===== src/mcpin_pkg.sv =====
// Package with constants and types for the memory controller pin interface
package mcpin_pkg;
  // Machine selection codes
  localparam logic [1:0] MACH_CHIPSEL = 2'h0;
  localparam logic [1:0] MACH_SDRAM = 2'h1;
  localparam logic [1:0] MACH_PATTERN = 2'h2;
  // Port size codes
  localparam logic [1:0] PORT_8 = 2'h0;
  localparam logic [1:0] PORT_16 = 2'h1;
  localparam logic [1:0] PORT_32 = 2'h2;
  localparam logic [1:0] PORT_64 = 2'h3;
  // Buffer control function field codes
  localparam logic [1:0] BCTL_RW_OE = 2'h0;
  localparam logic [1:0] BCTL_OE_ONLY = 2'h1;
  localparam logic [1:0] BCTL_DELAYED = 2'h2;
  // Pattern word layout
  localparam int PAT_GPL_LSB = 0;
  localparam int PAT_BS_BIT = 6;
  localparam int PAT_LAST_BIT = 7;
  localparam int PAT_WAIT_BIT = 8;
  localparam int PAT_WIDTH = 9;
  localparam int PAT_DEPTH = 16;
  localparam int PAT_AW = 4;
  // Counts of cycles
  localparam logic [3:0] SDRAM_RCD_CYC = 4'h2;
  localparam logic [3:0] SDRAM_CAS_CYC = 4'h2;
  // Values after reset
  localparam logic [7:0] LANES_IDLE = 8'hff;
  localparam logic [5:0] GPL_IDLE = 6'h3f;
  typedef enum logic [4:0] {
    MCPIN_IDLE = 5'h01,
    MCPIN_CS = 5'h02,
    MCPIN_ROW = 5'h04,
    MCPIN_COL = 5'h08,
    MCPIN_PAT = 5'h10
  } mcpin_state_t;
endpackage : mcpin_pkg


===== src/mcpin_sync.sv =====
// Three-stage synchroniser with agreement filter for pin inputs
module mcpin_sync (
  // Clock and reset
  input wire logic sys_clk,
  input wire logic resetn,
  // Pin and filtered level
  input wire logic pin_in,
  output logic level_out
);
  logic s1_ff, s2_ff, s3_ff, lvl_ff;
  logic nxt_lvl;

  always_comb
  begin
    nxt_lvl = lvl_ff;
    if (s2_ff == s3_ff)
    begin
      nxt_lvl = s3_ff;
    end
  end

  always_ff @(posedge sys_clk or negedge resetn)
  begin
    if (!resetn)
    begin
      s1_ff <= 1'b0;
      s2_ff <= 1'b0;
      s3_ff <= 1'b0;
      lvl_ff <= 1'b0;
    end
    else
    begin
      s1_ff <= pin_in;
      s2_ff <= s1_ff;
      s3_ff <= s2_ff;
      lvl_ff <= nxt_lvl;
    end
  end

  assign level_out = lvl_ff;
endmodule : mcpin_sync


===== src/mcpin_ctrl.sv =====
// Memory controller pin engine: chip-select, SDRAM and pattern machines
// How it works
// - Eight active-low chip selects, one per attached device, follow the access bank.
// - The chip-select machine drives eight active-low byte write enables on writes.
// - The chip-select machine drives an active-low output enable during reads.
// - A chip-select access ends when the transfer-acknowledge input is seen low.
// - The pattern machine holds its step while the wait input is high and the current word has its wait bit set.
// - Pattern byte selects come from address, size and port width, timed by the pattern.
// - Six general-purpose lines take their levels from the pattern word.
// - A10 carries the address bit during the row phase and the command bit in the column phase.
// - Row strobe, column strobe and write command lines are driven for SDRAM.
// - Eight SDRAM data masks select byte lanes.
// - In external master mode the SDRAM address multiplexer control is driven.
// - In external master mode the address latch enable pulses at access start.
// - Two buffer controls behave as the buffer-control function field selects.
// - The parity byte select is asserted during accesses to the parity chip.
// - Burst address bits 27 and 28 are driven from the access address.
module mcpin_ctrl (
  // Clock and reset
  input wire logic sys_clk,
  input wire logic resetn,
  // Access request
  input wire logic req_valid,
  output logic req_ready,
  input wire logic [1:0] req_machine,
  input wire logic [2:0] req_bank,
  input wire logic req_write,
  input wire logic [31:0] req_addr,
  input wire logic [3:0] req_size,
  input wire logic [1:0] req_port,
  input wire logic req_parity,
  output logic done_pulse,
  // Configuration
  input wire logic ext_master_mode,
  input wire logic [1:0] buffer_ctrl_function_field,
  input wire logic sdram_a10_cmd,
  // Pattern memory load
  input wire logic pat_we,
  input wire logic [3:0] pat_waddr,
  input wire logic [8:0] pat_wdata,
  input wire logic [3:0] pat_start,
  // Pins in
  input wire logic chipsel_transfer_ack,
  input wire logic pattern_wait_in,
  // Pins out
  output logic [7:0] chip_selects_n,
  output logic [7:0] byte_write_enables,
  output logic read_output_enable,
  output logic [7:0] pattern_byte_selects,
  output logic pattern_line_zero,
  output logic pattern_line_one,
  output logic pattern_line_two,
  output logic pattern_line_three,
  output logic pattern_line_four,
  output logic pattern_line_five,
  output logic sdram_addr_ten,
  output logic sdram_row_strobe,
  output logic sdram_col_strobe,
  output logic sdram_write_cmd,
  output logic [7:0] sdram_data_masks,
  output logic sdram_addr_mux_ctrl,
  output logic addr_latch_enable,
  output logic buffer_ctrl_zero,
  output logic buffer_ctrl_one,
  output logic parity_byte_select,
  output logic [1:0] burst_addr_bits
);
  logic ta_lvl, wait_lvl;
  // Ack inverted so the synchroniser's reset level matches the pulled-up idle pin
  mcpin_sync u_ta (
    .sys_clk(sys_clk),
    .resetn(resetn),
    .pin_in(~chipsel_transfer_ack),
    .level_out(ta_lvl)
  );
  mcpin_sync u_wait (
    .sys_clk(sys_clk),
    .resetn(resetn),
    .pin_in(pattern_wait_in),
    .level_out(wait_lvl)
  );

  // Active lane mask (high = lane used) from address, size and port
  function automatic logic [7:0] lane_mask(input logic [2:0] a, input logic [3:0] sz, input logic [1:0] port);
    logic [15:0] m;
    logic [2:0] off;
    m = 16'h0000;
    off = 3'h0;
    case (port)
      mcpin_pkg::PORT_8: off = 3'h0;
      mcpin_pkg::PORT_16: off = {2'h0, a[0]};
      mcpin_pkg::PORT_32: off = {1'b0, a[1:0]};
      default: off = a;
    endcase
    case (sz)
      4'h1: m = 16'h0001;
      4'h2: m = 16'h0003;
      4'h4: m = 16'h000f;
      default: m = 16'h00ff;
    endcase
    m = m << off;
    case (port)
      mcpin_pkg::PORT_8: lane_mask = 8'h01;
      mcpin_pkg::PORT_16: lane_mask = m[7:0] & 8'h03;
      mcpin_pkg::PORT_32: lane_mask = m[7:0] & 8'h0f;
      default: lane_mask = m[7:0];
    endcase
  endfunction : lane_mask

  logic [8:0] pat_mem [0:15];
  mcpin_pkg::mcpin_state_t st_ff, nxt_st;
  logic [3:0] cnt_ff, nxt_cnt;
  logic [3:0] pc_ff, nxt_pc;
  logic [2:0] bank_ff, nxt_bank;
  logic wr_ff, nxt_wr;
  logic par_ff, nxt_par;
  logic [7:0] lanes_ff, nxt_lanes;
  logic [1:0] baddr_ff, nxt_baddr;
  logic a10_ff, nxt_a10;
  logic a10_cmd_ff, nxt_a10_cmd;
  logic ale_ff, nxt_ale;
  logic done_ff, nxt_done;
  logic [7:0] cs_ff, nxt_cs, we_ff, nxt_we, bs_ff, nxt_bs, dqm_ff, nxt_dqm;
  logic oe_ff, nxt_oe, ras_ff, nxt_ras, cas_ff, nxt_cas, swe_ff, nxt_swe;
  logic amux_ff, nxt_amux, b0_ff, nxt_b0, b1_ff, nxt_b1, pbs_ff, nxt_pbs;
  logic [5:0] gpl_ff, nxt_gpl;
  logic [8:0] pword;
  logic busy_nxt;

  always_ff @(posedge sys_clk)
  begin
    if (pat_we)
    begin
      pat_mem[pat_waddr] <= pat_wdata;
    end
  end

  assign pword = pat_mem[pc_ff];
  assign req_ready = (st_ff == mcpin_pkg::MCPIN_IDLE);

  always_comb
  begin
    nxt_st = st_ff;
    nxt_cnt = cnt_ff;
    nxt_pc = pc_ff;
    nxt_bank = bank_ff;
    nxt_wr = wr_ff;
    nxt_par = par_ff;
    nxt_lanes = lanes_ff;
    nxt_baddr = baddr_ff;
    nxt_a10 = a10_ff;
    nxt_a10_cmd = a10_cmd_ff;
    nxt_ale = 1'b0;
    nxt_done = 1'b0;
    case (st_ff)
      mcpin_pkg::MCPIN_IDLE:
      begin
        if (req_valid)
        begin
          nxt_bank = req_bank;
          nxt_wr = req_write;
          nxt_par = req_parity;
          nxt_lanes = lane_mask(req_addr[2:0], req_size, req_port);
          nxt_baddr = req_addr[4:3];
          nxt_a10 = req_addr[10];
          nxt_a10_cmd = sdram_a10_cmd;
          nxt_ale = ext_master_mode;
          nxt_cnt = 4'h0;
          nxt_pc = pat_start;
          case (req_machine)
            mcpin_pkg::MACH_SDRAM: nxt_st = mcpin_pkg::MCPIN_ROW;
            mcpin_pkg::MACH_PATTERN: nxt_st = mcpin_pkg::MCPIN_PAT;
            default: nxt_st = mcpin_pkg::MCPIN_CS;
          endcase
        end
      end
      mcpin_pkg::MCPIN_CS:
      begin
        if (ta_lvl)
        begin
          nxt_st = mcpin_pkg::MCPIN_IDLE;
          nxt_done = 1'b1;
        end
      end
      mcpin_pkg::MCPIN_ROW:
      begin
        nxt_cnt = cnt_ff + 4'h1;
        if (cnt_ff == mcpin_pkg::SDRAM_RCD_CYC - 4'h1)
        begin
          nxt_st = mcpin_pkg::MCPIN_COL;
          nxt_cnt = 4'h0;
        end
      end
      mcpin_pkg::MCPIN_COL:
      begin
        nxt_cnt = cnt_ff + 4'h1;
        if (cnt_ff == mcpin_pkg::SDRAM_CAS_CYC - 4'h1)
        begin
          nxt_st = mcpin_pkg::MCPIN_IDLE;
          nxt_done = 1'b1;
        end
      end
      mcpin_pkg::MCPIN_PAT:
      begin
        if (!(pword[mcpin_pkg::PAT_WAIT_BIT] && wait_lvl))
        begin
          if (pword[mcpin_pkg::PAT_LAST_BIT])
          begin
            nxt_st = mcpin_pkg::MCPIN_IDLE;
            nxt_done = 1'b1;
          end
          else
          begin
            nxt_pc = pc_ff + 4'h1;
          end
        end
      end
      default: nxt_st = mcpin_pkg::MCPIN_IDLE;
    endcase
  end

  // Pin levels registered from the next state
  always_comb
  begin
    busy_nxt = (nxt_st != mcpin_pkg::MCPIN_IDLE);
    nxt_cs = mcpin_pkg::LANES_IDLE;
    nxt_we = mcpin_pkg::LANES_IDLE;
    nxt_oe = 1'b1;
    nxt_bs = mcpin_pkg::LANES_IDLE;
    nxt_gpl = mcpin_pkg::GPL_IDLE;
    nxt_ras = 1'b1;
    nxt_cas = 1'b1;
    nxt_swe = 1'b1;
    nxt_dqm = mcpin_pkg::LANES_IDLE;
    nxt_amux = 1'b0;
    nxt_pbs = 1'b1;
    nxt_b0 = 1'b0;
    nxt_b1 = 1'b0;
    if (busy_nxt)
    begin
      nxt_cs = ~(8'h01 << nxt_bank);
      nxt_pbs = ~nxt_par;
      case (buffer_ctrl_function_field)
        mcpin_pkg::BCTL_RW_OE:
        begin
          nxt_b0 = nxt_wr;
          nxt_b1 = ~nxt_wr;
        end
        mcpin_pkg::BCTL_OE_ONLY:
        begin
          nxt_b0 = 1'b1;
          nxt_b1 = 1'b0;
        end
        default:
        begin
          nxt_b0 = nxt_wr;
          nxt_b1 = b0_ff;
        end
      endcase
    end
    case (nxt_st)
      mcpin_pkg::MCPIN_CS:
      begin
        if (nxt_wr)
        begin
          nxt_we = ~nxt_lanes;
        end
        else
        begin
          nxt_oe = 1'b0;
        end
      end
      mcpin_pkg::MCPIN_ROW:
      begin
        nxt_amux = ext_master_mode;
        if (nxt_cnt == 4'h0)
        begin
          nxt_ras = 1'b0;
        end
      end
      mcpin_pkg::MCPIN_COL:
      begin
        nxt_dqm = ~nxt_lanes;
        if (nxt_cnt == 4'h0)
        begin
          nxt_cas = 1'b0;
          nxt_swe = ~nxt_wr;
        end
      end
      mcpin_pkg::MCPIN_PAT:
      begin
        nxt_gpl = pat_mem[nxt_pc][5:0];
        if (pat_mem[nxt_pc][mcpin_pkg::PAT_BS_BIT])
        begin
          nxt_bs = ~nxt_lanes;
        end
      end
      default: nxt_amux = 1'b0;
    endcase
  end

  always_ff @(posedge sys_clk or negedge resetn)
  begin
    if (!resetn)
    begin
      st_ff <= mcpin_pkg::MCPIN_IDLE;
      cnt_ff <= 4'h0;
      pc_ff <= 4'h0;
      bank_ff <= 3'h0;
      wr_ff <= 1'b0;
      par_ff <= 1'b0;
      lanes_ff <= 8'h00;
      baddr_ff <= 2'h0;
      a10_ff <= 1'b0;
      a10_cmd_ff <= 1'b0;
      ale_ff <= 1'b0;
      done_ff <= 1'b0;
      cs_ff <= mcpin_pkg::LANES_IDLE;
      we_ff <= mcpin_pkg::LANES_IDLE;
      oe_ff <= 1'b1;
      bs_ff <= mcpin_pkg::LANES_IDLE;
      gpl_ff <= mcpin_pkg::GPL_IDLE;
      ras_ff <= 1'b1;
      cas_ff <= 1'b1;
      swe_ff <= 1'b1;
      dqm_ff <= mcpin_pkg::LANES_IDLE;
      amux_ff <= 1'b0;
      pbs_ff <= 1'b1;
      b0_ff <= 1'b0;
      b1_ff <= 1'b0;
    end
    else
    begin
      st_ff <= nxt_st;
      cnt_ff <= nxt_cnt;
      pc_ff <= nxt_pc;
      bank_ff <= nxt_bank;
      wr_ff <= nxt_wr;
      par_ff <= nxt_par;
      lanes_ff <= nxt_lanes;
      baddr_ff <= nxt_baddr;
      a10_ff <= nxt_a10;
      a10_cmd_ff <= nxt_a10_cmd;
      ale_ff <= nxt_ale;
      done_ff <= nxt_done;
      cs_ff <= nxt_cs;
      we_ff <= nxt_we;
      oe_ff <= nxt_oe;
      bs_ff <= nxt_bs;
      gpl_ff <= nxt_gpl;
      ras_ff <= nxt_ras;
      cas_ff <= nxt_cas;
      swe_ff <= nxt_swe;
      dqm_ff <= nxt_dqm;
      amux_ff <= nxt_amux;
      pbs_ff <= nxt_pbs;
      b0_ff <= nxt_b0;
      b1_ff <= nxt_b1;
    end
  end

  // A10 muxed: row address bit, then command bit
  always_comb
  begin
    sdram_addr_ten = 1'b0;
    if (st_ff == mcpin_pkg::MCPIN_ROW)
    begin
      sdram_addr_ten = a10_ff;
    end
    else if (st_ff == mcpin_pkg::MCPIN_COL)
    begin
      sdram_addr_ten = a10_cmd_ff;
    end
  end

  assign done_pulse = done_ff;
  assign chip_selects_n = cs_ff;
  assign byte_write_enables = we_ff;
  assign read_output_enable = oe_ff;
  assign pattern_byte_selects = bs_ff;
  assign pattern_line_zero = gpl_ff[0];
  assign pattern_line_one = gpl_ff[1];
  assign pattern_line_two = gpl_ff[2];
  assign pattern_line_three = gpl_ff[3];
  assign pattern_line_four = gpl_ff[4];
  assign pattern_line_five = gpl_ff[5];
  assign sdram_row_strobe = ras_ff;
  assign sdram_col_strobe = cas_ff;
  assign sdram_write_cmd = swe_ff;
  assign sdram_data_masks = dqm_ff;
  assign sdram_addr_mux_ctrl = amux_ff;
  assign addr_latch_enable = ale_ff;
  assign buffer_ctrl_zero = b0_ff;
  assign buffer_ctrl_one = b1_ff;
  assign parity_byte_select = pbs_ff;
  assign burst_addr_bits = baddr_ff;
endmodule : mcpin_ctrl


===== config.mk =====
export PLATFORM = sky130hd
export DESIGN_NAME = mcpin_ctrl
export DESIGN_NICKNAME = d
export VERILOG_FILES = /design/src/mcpin_pkg.sv /design/src/mcpin_sync.sv /design/src/mcpin_ctrl.sv
export SDC_FILE = /design/constraint.sdc
export NUM_CORES = 1
export LEC_CHECK = 0
export ABC_AREA = 1
export BUFFER_PORTS_ARGS = -buffer_cell sky130_fd_sc_hd__buf_2
export CORE_ASPECT_RATIO = 0.9
export CORE_MARGIN = 5
export CORE_UTILIZATION = 45
export DETAILED_ROUTE_END_ITERATION = 8
export PLACE_DENSITY = 0.61
export SETUP_SLACK_MARGIN = 0.1
export SLEW_MARGIN = 20
export SYNTH_ARGS = -nofsm -noshare
export SYNTH_HDL_FRONTEND = slang
export SYNTH_SLANG_ARGS = --single-unit
export TNS_END_PERCENT = 5

===== constraint.sdc =====
create_clock -name sys_clk -period 2.86 [get_ports sys_clk]
set_input_delay 0 -clock sys_clk [delete_from_list [all_inputs] [get_ports sys_clk]]
set_output_delay 0 -clock sys_clk [all_outputs]
set_load 0.005 [all_outputs]

==> flow_metrics.py, run 1 <==
metrics = {
    "drt": {
        "drt-initial-drc-count": 784,
        "ant_nets": 0,
        "viasPerCell": 4.96,
        "wire_per_inst_um": 16.7,
        "vias": 6706,
        "firstDrtPassIters": 5,
        "wl_um": 22600,
        "drc_errors": 0,
    },
    "sta": {
        "tightest_slew_ns": 1.07,
        "slew_viol_final": 0,
        "rsz0062_at_grt": "yes",
        "slew_headroom": 0.281,
        "post-route-period-util": 0.890,
        "setup_ws_ns": 0.316,
        "fmax_mhz": 393,
        "tns_ns": 0,
        "clock_skew_ns": 0.00888,
        "setup_viol": 0,
        "min_period_ns": 2.54,
        "final-hold-violation-count": 0,
    },
    "floorplanning": {
        "die_w_um": 165,
        "core_um2": 21400,
        "num_rows": 51,
        "io_pins": 124,
        "start_util": 0.453,
        "design.die.area_um2": 24600,
        "die_h_um": 149,
    },
    "power": {
        "p_leak_nw": 5.00,
        "p_per_area_nw_per_um2": 944,
        "ir_drop_mv": 0.557,
        "fin_total_pwr_mw": 11.2,
    },
    "yosys": {
        "synthCells": 875,
        "synth_area_um2": 9700,
        "ys_ff_latch": 230,
        "yosysUniqueCellTypes": 50,
        "synth-edff-count": 144,
        "ys_async_sr_fraction": 0.374,
        "seq_area_frac_synth": 0.673,
        "synth_nets": 952,
        "avgSynthCellArea_um2": 11.1,
        "synth_ff_type": "edfxtp_1",
        "ys_warn_count": 0,
    },
    "hold_path": {
        "hold_class": "in -> reg",
    },
    "worst_setup_path": {
        "crit_arrival_ns": 2.97,
        "cp-start-kind": "flop",
        "worstPathCellList": "buf_8 -> nand2_1 -> nand2_1 -> nand2_1 -> nand3_1 -> nand3_1 -> nand2_2 -> inv_2 -> nand2_2 -> nand2_2 -> nand3_4 -> nand2_8 -> buf_6 -> or2_0 -> nand2_1 -> nand3_1 -> nand3_1 -> nand3_1",
        "max_stage_delay_ns": 0.44,
        "slowest_stage": "dfrtp_1",
        "crit_top_cell": "nand3_1",
        "path_delay_family": "simple AND/OR/NAND/NOR gates",
        "path_buf_inv": 3,
        "worstSetupPathType": "reg -> reg",
        "end_kind": "flop",
        "cp_max_fo": 21,
        "required_ns": 3.28,
    },
    "placed_design": {
        "place_ws_ns": 0.201,
        "gp_congestion": 0.826,
        "port_buffers": 97,
        "hpwlAfterDp_um": 14500,
    },
    "clock_tree": {
        "htreeDepth": 1,
        "clock_sinks": 230,
        "clock_path_buffers": 3,
        "numCtsBuffers": 24,
        "path_clk_slew_ns": 0.06,
        "clock_latency_ns": 0.51,
        "cts-root-buf": "clkbuf_16",
        "cts_tree": "yes",
    },
    "layout": {
        "final_layout_size_suffix_gt1_frac": 0.231,
        "num_antenna_cells": 0,
        "syn_to_final_growth_pct": 22.8,
        "fin_nets": 1120,
    },
    "grt": {
        "grt_max_degree": 52,
        "antenna_found_initial": 0,
        "overflow": 0,
        "grt_pass1_wl_um": 34500,
        "grt_pass1_vias": 6556,
        "grt_use_total": 0.180,
    },
    "run_status": {
        "status": "completed",
    },
    "job": {
        "maxCapViolCount": 0,
    },
}
-- sequential cells by signal, indices dropped and copies added (netlist names), 2 cells and up --
register and flops:
byte_write_enables 8, pat_mem 144, pattern_byte_selects 8, bank_ff 3, pc_ff 4, gpl_ff 6, lanes_ff 8, chip_selects_n 8
st_ff 5, burst_addr_bits 2, sdram_data_masks 8, cnt_ff 4
-- worst register-to-register path, stage by stage, from the launching register on --
cell     delay [ns]
dfrtp_1        0.44
buf_8          0.19
nand2_1        0.06
nand2_1        0.06
nand2_1        0.04
nand3_1        0.09
nand3_1        0.14
nand2_2        0.12
inv_2          0.06
nand2_2        0.10
nand2_2        0.07
nand3_4        0.16
nand2_8        0.12
buf_6          0.20
or2_0          0.20
nand2_1        0.06
nand3_1        0.13
nand3_1        0.11
nand3_1        0.09
-- cell usage after synthesis (9+ instances only) --
master / count / area share
dfstp_2: 44 / 0.12
buf_2: 12 / 0.0062
o211ai_1: 26 / 0.020
edfxtp_1: 144 / 0.45
inv_1: 126 / 0.049
dfrtp_1: 42 / 0.11
nand2_1: 188 / 0.073
o21ai_1: 9 / 0.0046
nor2_1: 42 / 0.016
nand4_1: 11 / 0.0071
a21oi_1: 26 / 0.013
o21ai_0: 16 / 0.0083
nand3_1: 99 / 0.051
-- timing repair --
| action | CTS | global route |
|---|---|---|
| endpoints found under the setup margin | 0 | 24 |
| buffers inserted | 0 | 2 |
| hold endpoints to repair | 230 | 1 |
| hold buffers | 32 | 1 |
| resized for setup | 0 | 14 |
-- power breakdown --
| part | switching [mW] | internal, mW | leakage [nW] |
|---|---|---|---|
| clock | 1.24 | 2.04 | 0.401 |
| combinational | 2.57 | 1.36 | 2.30 |
| sequential | 0.128 | 3.90 | 2.30 |
| total | 3.94 | 7.30 | 5.00 |
-- per-layer routing --
| layer | wire (µm) | vias up | GRT usage |
|---|---|---|---|
| met4 | 336 | 0 | 0.0374 |
| met5 | 0 | - | 0 |
| li1 | - | 3292 | - |
| met1 | 10500 | 3225 | 0.256 |
| met3 | 1120 | 28 | 0.0337 |
| met2 | 10700 | 161 | 0.293 |
-- metrics by stage --
stage / util / area [µm²] / hold WS, ns / std cells
detailed placement: 0.496 / 10600 / 0.0592 / 1271
finish: 0.556 / 11900 / 0.0378 / 1352
CTS: 0.551 / 11800 / 0.0175 / 1347
global route: 0.556 / 11900 / 0.0490 / 1352
global placement: 0.496 / 10600 / 0.0550 / 1271
floorplan: - / 9700 / -0.296 / 875
-- layout make-up --
cell class / instances / area (µm²)
inverters: 134 / 508
fillers: 1850 / 9520
flip-flops and latches: 230 / 6530
clock inverters: 15 / 201
clock buffers: 29 / 641
well taps: 291 / 364
repair buffers: 168 / 1160
multi-input cells: 485 / 2510
-- path summary, 6_finish.rpt --
kind / startpoint / to / slack (ns) / cells after the start
max in group asynchronous: resetn / sdram_data_masks[7] / 1.99 / 3
worst min register to register: u_wait.s1_ff / u_wait.s2_ff / 0.35 / 0
worst max register to register: pc_ff[0] / gpl_ff[2] / 0.32 / 18
min in group asynchronous: resetn / u_wait.s3_ff / 0.06 / 2
worst min-delay path: req_port[1] / lanes_ff[2] / 0.04 / 3
worst max-delay path: pc_ff[0] / gpl_ff[2] / 0.32 / 18
-- logic make-up (layout without fill, tap and decap cells) --
| kind of cell | count (synthesis) | after routing | synth area share |
|---|---|---|---|
| AOI/OAI and AO/OA | 95 | 95 | 0.0654 |
| and+or+nand+nor | 381 | 382 | 0.180 |
| buffers and inverters | 161 | 346 | 0.0723 |
| xor gates and xnor gates | 1 | 1 | 0.000903 |
| adders and majority gates | 7 | 7 | 0.00851 |
| DFF | 230 | 230 | 0.673 |
-- placed cells by master, fill, tap and decap left out, drive strengths merged, types with 11 or more instances in the layout --
| cell type | Yosys | routed |
|---|---|---|
| a21oi | 28 | 28 |
| buf | 25 | 134 |
| clkbuf | 2 | 30 |
| dfrtp | 42 | 42 |
| dfstp | 44 | 44 |
| dlygate4sd3 | 0 | 33 |
| edfxtp | 144 | 144 |
| inv | 134 | 133 |
| nand2 | 193 | 194 |
| nand3 | 105 | 105 |
| nand4 | 11 | 11 |
| nor2 | 43 | 43 |
| o211ai | 26 | 26 |
| o21ai | 26 | 26 |
| or2 | 12 | 12 |
Power figures use the tool's default switching activity.
==> run 2: changes to the inputs <==
Settings changed: BUFFER_PORTS_ARGS -buffer_cell sky130_fd_sc_hd__buf_2 to default, CELL_PAD_IN_SITES_DETAIL_PLACEMENT from default to 1, CELL_PAD_IN_SITES_GLOBAL_PLACEMENT from default to 1, DONT_BUFFER_PORTS from default to 1, PLACE_DENSITY 0.61 to 0.68.
==> flow_metrics.py, run 2 (same netlist as run 1, synthesis figures left out) <==
metrics = {
    "drt": {
        "wl_um": 25200,
        "drt-initial-drc-count": 514,
        "drc_errors": 0,
        "vias": 6620,
        "viasPerCell": 5.28,
        "ant_nets": 0,
        "firstDrtPassIters": 4,
        "wire_per_inst_um": 20.1,
    },
    "layout": {
        "fin_nets": 1021,
        "mostFrequentLayoutCells": "188 x nand2_1, 144 x edfxtp_1, 126 x inv_1, 98 x nand3_1, 44 x dfstp_2",
        "design_area_um2": 11400,
        "layout_commonest_cell": "nand2_1",
        "syn_to_final_growth_pct": 17.5,
        "final_layout_size_suffix_gt1_frac": 0.147,
        "largest-register": "pat_mem",
        "largest_reg_flops": 144,
    },
    "clock_tree": {
        "path_clk_slew_ns": 0.06,
        "htreeDepth": 1,
        "cts_tree": "yes",
        "clock_sinks": 230,
        "numCtsBuffers": 24,
        "clock_path_buffers": 3,
        "cts-root-buf": "clkbuf_16",
        "clock_latency_ns": 0.51,
    },
    "worst_setup_path": {
        "crit_arrival_ns": 3.07,
        "crit_top_cell": "nand3_1",
        "path_delay_family": "simple AND/OR/NAND/NOR gates",
        "cp_max_fo": 31,
        "path_buf_inv": 2,
        "end_kind": "flop",
        "cp-start-kind": "flop",
        "worstSetupPathType": "reg -> reg",
        "max_stage_delay_ns": 0.56,
        "slowest_stage": "dfrtp_1",
        "worstPathCellList": "inv_1 -> nand3_1 -> nand3_1 -> nand2_1 -> nand2_4 -> nand2_2 -> nand2_2 -> nand3_4 -> nand2_8 -> buf_12 -> or2_1 -> nand2_1 -> nand3_1 -> nand3_1 -> nand3_1",
        "required_ns": 3.28,
    },
    "placed_design": {
        "hpwlAfterDp_um": 16100,
        "dpl_cell_area_um2": 10100,
        "port_buffers": 0,
        "gp_congestion": 0.811,
    },
    "sta": {
        "slew_headroom": 0.245,
        "post-route-period-util": 0.925,
        "fmax_mhz": 378,
        "slew_viol_final": 0,
        "clock_skew_ns": 0.0102,
        "setup_viol": 0,
        "rsz0062_at_grt": "yes",
        "final-hold-violation-count": 0,
        "tightest_slew_ns": 1.13,
        "tns_ns": 0,
        "min_period_ns": 2.65,
    },
    "grt": {
        "grt_max_degree": 87,
        "antenna_found_initial": 1,
        "grt_use_total": 0.201,
        "grt_pass1_vias": 7139,
        "grt_pass1_wl_um": 38400,
        "overflow": 0,
    },
    "power": {
        "power_frac_seq": 0.370,
        "ir_drop_mv": 0.528,
        "p_leak_nw": 4.65,
        "p_per_area_nw_per_um2": 972,
        "switching_share": 0.369,
        "pwr-share-comb": 0.356,
        "p_clk_frac": 0.274,
        "switching_power_mw": 4.09,
        "intPower_mw": 7.00,
    },
    "floorplanning": {
        "start_util": 0.453,
        "die_h_um": 149,
        "design.die.area_um2": 24600,
        "io_pins": 124,
        "die_w_um": 165,
        "core_um2": 21400,
        "num_rows": 51,
    },
    "job": {
        "maxCapViolCount": 0,
    },
    "hold_path": {
        "hold_class": "in -> reg",
    },
    "run_status": {
        "status": "completed",
    },
}
[run 2: cell types whose count changed in the layout (fill, tap and decap cells not counted), moves of 2 or more]
cell           before  now
buf_4              33   23
clkinv_2            1    5
clkinvlp_4          2    0
buf_12              2    4
buf_2              96    0
bufinv_16           5    1
clkbuf_8            0    2
dlygate4sd3_1      33   39
[run 2: path summary, 6_finish.rpt]
path	start	end	slack, ns	cells after the start
worst max-delay path	pc_ff[2]	gpl_ff[2]	0.21	15
worst min-delay path	req_addr[2]	lanes_ff[6]	0.03	3
worst max register to register	pc_ff[2]	gpl_ff[2]	0.21	15
worst min register to register	u_wait.s1_ff	u_wait.s2_ff	0.35	0
max in group asynchronous	resetn	sdram_data_masks[6]	2.43	2
min in group asynchronous	resetn	cnt_ff[1]	0.06	2
[run 2: cell type report]
type	count	area (µm²)
Fill cell	2269	10000
Sequential cell	230	6530
Multi-Input combinational cell	485	2530
Timing Repair Buffer	69	697
Clock buffer	32	693
Inverter	134	508
Tap cell	291	364
Clock inverter	12	77.6
Antenna cell	1	2.50
[run 2: power groups by stage]
stage	Clock, mW	Combinational [mW]	Sequential (mW)
floorplan	0	2.63	4.08
global placement	0	3.38	4.14
detailed placement	0	3.52	4.16
CTS	3.10	3.74	4.10
global route	3.26	4.36	4.14
finish	3.04	3.95	4.10
[run 2: through the flow]
stage	utilization	total power [mW]	setup WS [ns]	instances	hold slack, ns
2_1_floorplan	-	6.71	0.733	875	-0.296
3_3_place_gp	0.470	7.52	0.157	1162	-0.293
3_5_place_dp	0.470	7.68	0.0250	1162	-0.291
4_1_cts	0.526	10.9	0.137	1246	0.00746
5_1_grt	0.532	11.8	0.0477	1254	0.0493
6_report	0.532	11.1	0.214	1254	0.0306
[run 2: what timing repair did]
item                       CTS  global route
pin swaps                    0             2
cloned                       0             1
hold buffers                40             0
buffers inserted             0             6
hold endpoints to repair   285             0
setup endpoints to repair   14            25
resized for setup            5            13
[run 2: worst register-to-register path, cell delays in order, from the launching register on]
cell and delay [ns]:
dfrtp_1 0.56, inv_1 0.21, nand3_1 0.13, nand3_1 0.10, nand2_1 0.16, nand2_4 0.10, nand2_2 0.11, nand2_2 0.08
nand3_4 0.16, nand2_8 0.12, buf_12 0.18, or2_1 0.21, nand2_1 0.08, nand3_1 0.09, nand3_1 0.15, nand3_1 0.11
[run 2: metal layers]
layer,GRT usage,up-vias,wire (µm)
li1,-,3093,-
met1,0.254,3351,10700
met4,0.0420,0,450
met3,0.0307,33,1130
met5,0,-,0
met2,0.366,143,13000
